==> src/rtl/pull_ctl_cfg.svh <==
// Offsets, field positions and reset values of the port 3 pull registers.
// Assumes inclusion by the package, by port3_pull_ctl and by the bench.
`ifndef PULL_CTL_CFG_SVH
`define PULL_CTL_CFG_SVH

`define PULL_SELECT_ADDR     16'hF08C
`define PULL_POWERDOWN_ADDR  16'hF08D
`define PULL_SELECT_RESET    8'hFC
`define PULL_SELECT_MASK     8'hFC
`define PULL_POWERDOWN_RESET 8'h00
`define PULL_POWERDOWN_MASK  8'hFF
`define PULL_FIRST_DUAL_PIN  2
`define PULL_PIN_COUNT       8

`endif

==> src/rtl/pull_ctl_pkg.sv <==
// Types shared by the port 3 pull resistor control.
// Assumes pull_ctl_cfg.svh holds the numeric constants.
`include "pull_ctl_cfg.svh"

package pull_ctl_pkg;

	typedef logic [7:0] byte_t;

	// Per-pin resistor enables toward the pads
	typedef struct packed {
		logic [`PULL_PIN_COUNT-1:0] pullup_en;
		logic [`PULL_PIN_COUNT-1:0] pulldown_en;
	} pad_pull_s;

endpackage

==> src/rtl/pull_pin_decode.sv <==
// Resistor decode for one port 3 pin from its select and power-down bits.
// Inputs are the parent's next-state values, not registers; output is combinational and registered by the parent.
`timescale 1ns/100ps

module pull_pin_decode #(
	parameter bit DUAL = 1'b1     // Pin has both resistors
) (
	input  wire logic choice,     // 1 picks pullup, 0 pulldown
	input  wire logic off,        // Power-down or disconnect
	output logic      pullup_en,  // Pullup connected
	output logic      pulldown_en // Pulldown connected
);

	always_comb begin
		if (DUAL) begin
			pullup_en   = !off && choice;
			pulldown_en = !off && !choice;
		end else begin
			pullup_en   = !off;
			pulldown_en = 1'b0;
		end
	end

endmodule // pull_pin_decode

==> src/rtl/port3_pull_ctl.sv <==
// Port 3 pull resistor control: two registers in the MCU data space.
// Assumes a single-cycle synchronous MCU write/read port on ref_clk.
`timescale 1ns/100ps
`include "pull_ctl_cfg.svh"

module port3_pull_ctl (
	input  wire logic        ref_clk,  // 50 MHz clock
	input  wire logic        rst,      // Synchronous reset, active high
	input  wire logic        wr_en,    // Write strobe, one cycle
	input  wire logic        rd_en,    // Read strobe, one cycle
	input  wire logic [15:0] addr,     // Data-space address
	input  wire logic [7:0]  wr_data,  // Write data
	output logic      [7:0]  rd_data,  // Read data, one cycle later
	output pull_ctl_pkg::pad_pull_s pads // Resistor enables to pads
);

	pull_ctl_pkg::byte_t     sel_reg, sel_next;
	pull_ctl_pkg::byte_t     pwd_reg, pwd_next;
	pull_ctl_pkg::byte_t     rd_reg, rd_next;
	pull_ctl_pkg::pad_pull_s pads_reg, pads_next;

	always_comb begin
		sel_next = sel_reg;
		pwd_next = pwd_reg;
		rd_next  = rd_reg;
		if (wr_en && addr == `PULL_SELECT_ADDR)
			sel_next = wr_data & `PULL_SELECT_MASK;
		if (wr_en && addr == `PULL_POWERDOWN_ADDR)
			pwd_next = wr_data;
		if (rd_en) begin
			if (addr == `PULL_SELECT_ADDR)
				rd_next = sel_reg;
			else if (addr == `PULL_POWERDOWN_ADDR)
				rd_next = pwd_reg;
			else
				rd_next = 8'h00;
		end
	end

	genvar i;
	generate
		for (i = 0; i < `PULL_PIN_COUNT; i++) begin : g_pin
			pull_pin_decode #(
				.DUAL (i >= `PULL_FIRST_DUAL_PIN)
			) u_dec (
				.choice      (sel_next[i]),
				.off         (pwd_next[i]),
				.pullup_en   (pads_next.pullup_en[i]),
				.pulldown_en (pads_next.pulldown_en[i])
			);
		end
	endgenerate

	always_ff @(posedge ref_clk) begin
		if (rst) begin
			sel_reg  <= `PULL_SELECT_RESET;
			pwd_reg  <= `PULL_POWERDOWN_RESET;
			rd_reg   <= 8'h00;
			pads_reg <= '{pullup_en: 8'hFF, pulldown_en: 8'h00};
		end else begin
			sel_reg  <= sel_next;
			pwd_reg  <= pwd_next;
			rd_reg   <= rd_next;
			pads_reg <= pads_next;
		end
	end

	assign rd_data = rd_reg;
	assign pads    = pads_reg;

	AST_SEL_PULLUP: assert property (@(posedge ref_clk) disable iff (rst)
		(sel_reg[7:2] & ~pwd_reg[7:2]) == pads.pullup_en[7:2])
		else $error("pullup not following select");
	AST_SEL_PULLDOWN: assert property (@(posedge ref_clk) disable iff (rst)
		(~sel_reg[7:2] & ~pwd_reg[7:2]) == pads.pulldown_en[7:2])
		else $error("pulldown not following select");
	AST_RESET_SEL: assert property (@(posedge ref_clk)
		$past(rst) |-> sel_reg == 8'hFC && pads.pullup_en == 8'hFF)
		else $error("select reset value wrong");
	AST_PWD_OFF: assert property (@(posedge ref_clk) disable iff (rst)
		wr_en && addr == `PULL_POWERDOWN_ADDR && wr_data[5] |=>
		!pads.pullup_en[5] && !pads.pulldown_en[5])
		else $error("power-down left a resistor on");
	AST_ONE_RES: assert property (@(posedge ref_clk) disable iff (rst)
		(pads.pullup_en[7:2] & pads.pulldown_en[7:2]) == 6'h00)
		else $error("both resistors on one pin");
	AST_PIN01: assert property (@(posedge ref_clk) disable iff (rst)
		pads.pullup_en[1:0] == ~pwd_reg[1:0] &&
		pads.pulldown_en[1:0] == 2'h0)
		else $error("pins 0 and 1 pullup wrong");
	AST_RESET_PWD: assert property (@(posedge ref_clk)
		$past(rst) |-> pwd_reg == 8'h00)
		else $error("power-down reset value wrong");
	AST_READBACK: assert property (@(posedge ref_clk) disable iff (rst)
		wr_en && addr == `PULL_SELECT_ADDR ##1 rd_en &&
		addr == `PULL_SELECT_ADDR && !wr_en |=>
		rd_data == ($past(wr_data, 2) & 8'hFC))
		else $error("select readback wrong");
	AST_UNMAPPED_WR: assert property (@(posedge ref_clk) disable iff (rst)
		wr_en && addr != `PULL_SELECT_ADDR &&
		addr != `PULL_POWERDOWN_ADDR |=>
		$stable(sel_reg) && $stable(pwd_reg))
		else $error("unmapped write changed a register");
	AST_RD_HOLD: assert property (@(posedge ref_clk) disable iff (rst)
		!rd_en |=> $stable(rd_data))
		else $error("read data moved without a read");
	AST_RD_OLD: assert property (@(posedge ref_clk) disable iff (rst)
		wr_en && rd_en && addr == `PULL_SELECT_ADDR |=>
		rd_data == $past(sel_reg))
		else $error("same-cycle read did not return old value");
	AST_SEL_LOW_ZERO: assert property (@(posedge ref_clk) disable iff (rst)
		sel_reg[1:0] == 2'b00)
		else $error("reserved select bits not zero");
	AST_PWD_WRITE: assert property (@(posedge ref_clk) disable iff (rst)
		wr_en && addr == `PULL_POWERDOWN_ADDR |=>
		pwd_reg == $past(wr_data))
		else $error("power-down write did not land");

	// Every dual pin must drop both resistors while its power-down bit is set
	generate
		for (i = `PULL_FIRST_DUAL_PIN; i < `PULL_PIN_COUNT; i++) begin : g_off
			AST_DUAL_OFF: assert property (@(posedge ref_clk) disable iff (rst)
				pwd_reg[i] |-> !pads.pullup_en[i] && !pads.pulldown_en[i])
				else $error("powered-down pin kept a resistor");
		end
	endgenerate

	COV_PULLDOWN: cover property (@(posedge ref_clk) pads.pulldown_en[7]);
	COV_READ_AFTER_WRITE: cover property (@(posedge ref_clk)
		wr_en ##1 rd_en && !wr_en);
	COV_WR_RD_SAME: cover property (@(posedge ref_clk) wr_en && rd_en);
	COV_BOTH_OFF: cover property (@(posedge ref_clk)
		!pads.pullup_en[3] && !pads.pulldown_en[3]);
	COV_PIN0_OFF: cover property (@(posedge ref_clk) !pads.pullup_en[0]);

endmodule // port3_pull_ctl

==> config.mk <==
export PLATFORM = sky130hd
export DESIGN_NAME = port3_pull_ctl
export DESIGN_NICKNAME = d
export VERILOG_FILES = /design/src/rtl/pull_ctl_pkg.sv /design/src/rtl/pull_pin_decode.sv /design/src/rtl/port3_pull_ctl.sv
export VERILOG_INCLUDE_DIRS = /design/src /design/src/rtl
export SDC_FILE = /design/constraint.sdc
export NUM_CORES = 1
export LEC_CHECK = 0
export BUFFER_PORTS_ARGS = -buffer_cell sky130_fd_sc_hd__buf_4
export CAP_MARGIN = 20
export CORE_MARGIN = 1
export CORE_UTILIZATION = 51
export CTS_CLUSTER_SIZE = 30
export DETAILED_ROUTE_END_ITERATION = 8
export GPL_TIMING_DRIVEN = 0
export PLACE_DENSITY = 0.79
export REMOVE_ABC_BUFFERS = 1
export SLEW_MARGIN = 40
export SYNTH_ARGS = -nofsm -noshare
export SYNTH_HDL_FRONTEND = slang
export SYNTH_SLANG_ARGS = --single-unit
==> constraint.sdc <==
create_clock -name ref_clk -period 1.8 [get_ports ref_clk]
set_clock_uncertainty 0.15 [all_clocks]
set_input_delay 0.27 -clock ref_clk [delete_from_list [all_inputs] [get_ports ref_clk]]
set_output_delay 0.27 -clock ref_clk [all_outputs]
set_load 0.01 [all_outputs]
# Word-level counts from Yosys, hierarchy flattened
# Cells that the tools add are included.
# totals
ff_bits	38
latch_bits	0
ramBits	0
rom_bits	0
elab_cells	40
n_memories	0
# classes
addsub	0
n_mul	0
div_mod_pow	0
n_lt_le_gt_ge	0
eq_ne	2
n_shift	0
mux	4
bitwise	0
n_reduce_logical	28
# ops
op	n
$eq A16 B16 Y1 const B	2
$mux W8	4
$logic_and A1 B1 Y1	14
$logic_not A1 Y1	14

# Depth between registers and ports, before layout
# logic_depth
ltp_word	5
ltp_mapped	6

# Cells and area by module
# A second synthesis with hierarchy kept.
# hier_totals
hier_cells	181
area_unflattened_um2	1646.6
# by_module_without_submodules
mod	n_inst	cells_each	area_each_um2	seq_area_each_um2
port3_pull_ctl	1	163	1511.4	800.8
pull_pin_decode (g_pin[2].u_dec ...)	6	2	17.5	0.0
pull_pin_decode (g_pin[0].u_dec ...)	2	3	15.0	0.0

# Least setup slack after synthesis
# Ideal clock, no wire load.
# synth_timing
kind	input to register
startpoint	input addr[5]
endpoint	register sel_reg[7]
arrival_time_ps	1257
required_time_ps	1578
slack_ps	322
path_stages	5
n_path_buf	1
cell_sequence	nor4b_4 and4_4 and2b_1 buf_4 mux2i_1
# synth_via
elab_chain_cells	3
# synth_rtl
element	line_no	text
from (decl)	port3_pull_ctl.sv:11	input wire logic [15:0] addr,
$eq A16 B16 Y1 (no line)	--	
$logic_and A1 B1 Y1 (no line)	--	
$mux W8	port3_pull_ctl.sv:26	if (wr_en && addr == `PULL_SELECT_ADDR)
to (signal assigned)	port3_pull_ctl.sv:56	sel_reg <= `PULL_SELECT_RESET;
to (signal assigned)	port3_pull_ctl.sv:61	sel_reg <= sel_next;
to (decl)	port3_pull_ctl.sv:17	pull_ctl_pkg::byte_t sel_reg, sel_next;
# Every way passes these cells.
# A chain may end at the register's enable or synchronous reset.

# Worst setup path after layout
# layout_timing
startpoint	input addr[9]
endpoint	register sel_reg[7]
# Same word-level chain as after synthesis.

==> summary.md <==
| Metric | Value |
|---|---|
| Status | finished, final reports clean |
| Antenna cells | 0 |
| Num rows | 20 |
| DRT Pass-1 Iters | 4 |
| Post-Synth Simple-Gate Area | 28.3% |
| Critical hold path startpoint | wr_data[4] |
| DIE AREA | 0.00368 mm² |
| Drt total wl | 3.89 mm |
| Routed Antenna Nets | 0 |
| Dpl hpwl | 2.72 mm |
| Detailed Route Iter0 Violations | 25 |
| Layout net count | 264 |
| Worst Path Arrival | 1790 ps |
| Max frequency | 0.596 GHz |
| Gpl congestion | 0.784 |
| Max-Cap Viols | 0 |
| Peak supply drop | 448 µV |
| Crit end category | flip-flop |
| Share of synthesized cell area in full adder, half adder and majority cells | 0% |
| Grt total ovfl | 0 |
| Cell variety after synth | 40 |
| Critical path's slowest cell | and4_4 |
| Hold crit path type | in -> reg |
| Cell taking the most area after synthesis | dfxtp_1 |
| Yosys reg bits | 36 |
| Setup repair bufs after CTS | 0 |
| Die Wd | 60.6 µm |
| Setup slack, reg-to-reg | 560 ps |
| First-pass GRT wire length | 6.39 mm |
| Share of the synthesized area in compound gates (AO/OA/AOI/OAI) | 17.1% |
| Worst stage delay on the critical path | 500 ps |
| Pre-CTS setup slack | -340 ps |
| Slew of the pin with the lowest slew margin | 638 ps |
| Mapped Area | 0.00175 mm² |
| Fin crit share | 93.3% |
| Hold path cells | 3 |
| Hold violation total from the final report | 0 |
| Final setup viols | 0 |
| WP data required | 1910 ps |
| Setup TNS | 0 ps |
| Die Y | 60.6 µm |
| Leak | 0.858 nW |
| XOR/XNOR share of the synthesized area | 0% |
| Main flop type after synthesis | dfxtp_1 |
| IO Count | 52 |
| WS Path Type | in -> reg |
| CP Cell Sequence | buf_4, nor4b_1, and4_4, and2b_2, mux2i_1 |
| Seq/Total Area, Yosys | 41.1% |
| Post-detailed-route via-to-cell ratio | 5.73 |
| Post-CTS resize count | 0 |
| Core area | 0.00315 mm² |
| Crit Path Max Fanout | 32 |
| Num Clock Sinks | 36 |
| Number of synthesized flops with an enable pin | 0 |
| R2R cell count | 4 |
| Avg Cell Area, Syn | 9.04 µm² |
| GRT Total Usage | 24.1% |
| # DRC | 0 |
| Area growth, synth to finish | 21.7% |
| Synth warnings | 0 |
| Pwr dens | 619 mW/mm² |
| CTS Hold Bufs | 0 |
| Tmin final | 1680 ps |
| Setup ws final | 121 ps |
| H-tree Lvls | 2 |
| Root buffer cell | clkbuf_4 |
| Async SR Flop Fraction | 0% |
| WL per Instance | 13.9 µm |
| Number of global-route vias before repair | 1,452 |
| Largest cells by area after synthesis | dfxtp_1, mux2i_1, a21oi_1 |
| Initial antenna violation count | 0 |
| Fin cells | 280 |
| Clock buffer depth | 2 |
| Post-synthesis mux area share | 6.85% |
| Slew headroom | 57.3% |
| Crit start category | input port |
| Largest family of logic cells by synthesized area | simple AND/OR/NAND/NOR gates |
| Total CTS buffers | 5 |
| DP Area | 0.00209 mm² |
| Port Buf Inserts | 49 |
| Commonest cells post-synth | dfxtp_1, a21oi_1, nor2_1 |
| RSZ-0062 raised after global routing | no |
| Initial core utilization | 55.6% |
| Largest net degree at the start of global routing | 39 |
| Finished Cell Area | 0.00213 mm² |
| Clock Latency Late Sink | 330 ps |
| Area share of the largest cell type after synthesis | 41.1% |
| Inst Count DP | 273 |
| Max-slew violation count | 0 |
| Launch point of the worst path | addr[9] |
| Layout cell share with drive strength beyond 1 | 30.5% |
| Most common cell in the synthesized netlist | dfxtp_1 |
| Routed via count | 1,605 |
| Clock-pin slew on the worst setup and hold paths | 100 ps |
| Cell count after synthesis | 194 |
| CTS tree | built |
| Worst R2R End | pads[3] |
[power breakdown]
part / switching, W / internal, W / total, W / leakage (nW)
logic: 0.0000694 / 0.0000624 / 0.000132 / 0.539
clock network: 0.000249 / 0.000144 / 0.000393 / 0.0281
registers: 0.00000000499 / 0.000796 / 0.000796 / 0.290
[per-stage QoR]
stage	power, W	util [%]	hold WS, ps
after global placement	0.000939	66.2	289
after CTS	0.00133	67.7	55.7
after floorplan	0.000857	-	182
after global routing	0.00139	67.7	61.0
final	0.00132	67.7	68.0
after detailed placement	0.000946	66.2	295
[critical path, delay by kind of cell]
family | cells | cell delay, ps
buffers and inverters | 1 | 110
and+or+nand+nor | 3 | 1180
muxes | 1 | 220
[kinds of logic after synthesis]
kind of cell	after synthesis
flops	36
mux	12
buf+inv	20
compound gates	47
simple gates	78
other cells	1
[how the worst max path moves through the flow]
stage          slack (ps)    endpoint
2_1_floorplan          70  sel_reg[2]
3_3_place_gp         -280  sel_reg[7]
3_5_place_dp         -340  sel_reg[5]
4_1_cts                10  sel_reg[7]
5_1_grt                60  sel_reg[4]
6_report              120  sel_reg[7]
[layout make-up]
| class | count | area, µm² |
|---|---|---|
| clock buffers | 6 | 41.3 |
| flip-flops and latches | 36 | 721 |
| inverters | 5 | 18.8 |
| well taps | 44 | 55.1 |
| fillers | 289 | 1020 |
| multi-input cells | 139 | 926 |
| clock inverters | 1 | 5.00 |
| repair buffers | 49 | 368 |
[placed cells by master, fill, tap and decap left out, types with 2 or more instances in the layout]
| cell type | instances |
|---|---|
| nand2_1 | 10 |
| mux2i_1 | 12 |
| and4_1 | 3 |
| a21oi_2 | 5 |
| a211oi_1 | 5 |
| o311ai_1 | 5 |
| nand2_2 | 5 |
| inv_1 | 5 |
| o21ai_1 | 6 |
| or3_1 | 5 |
| o21ai_0 | 8 |
| dfxtp_1 | 36 |
| a21o_1 | 2 |
| clkbuf_4 | 5 |
| a32o_1 | 2 |
| nand4b_1 | 6 |
| nand3_1 | 10 |
| nor3b_1 | 7 |
| nor2b_1 | 5 |
| conb_1 | 2 |
| nor2_1 | 14 |
| a21oi_1 | 14 |
| buf_4 | 49 |
[metal layers]
metal | global-route usage (%) | part of all wire [%] | wire, µm | vias up
met5 | 0 | 0 | 0 | -
met4 | 10.4 | 1.3 | 52 | 0
met3 | 7.04 | 7.8 | 302 | 6
met2 | 44.0 | 53 | 2050 | 70
met1 | 25.8 | 38 | 1480 | 743
li1 | - | - | - | 786
Power figures use the tool's default switching activity.
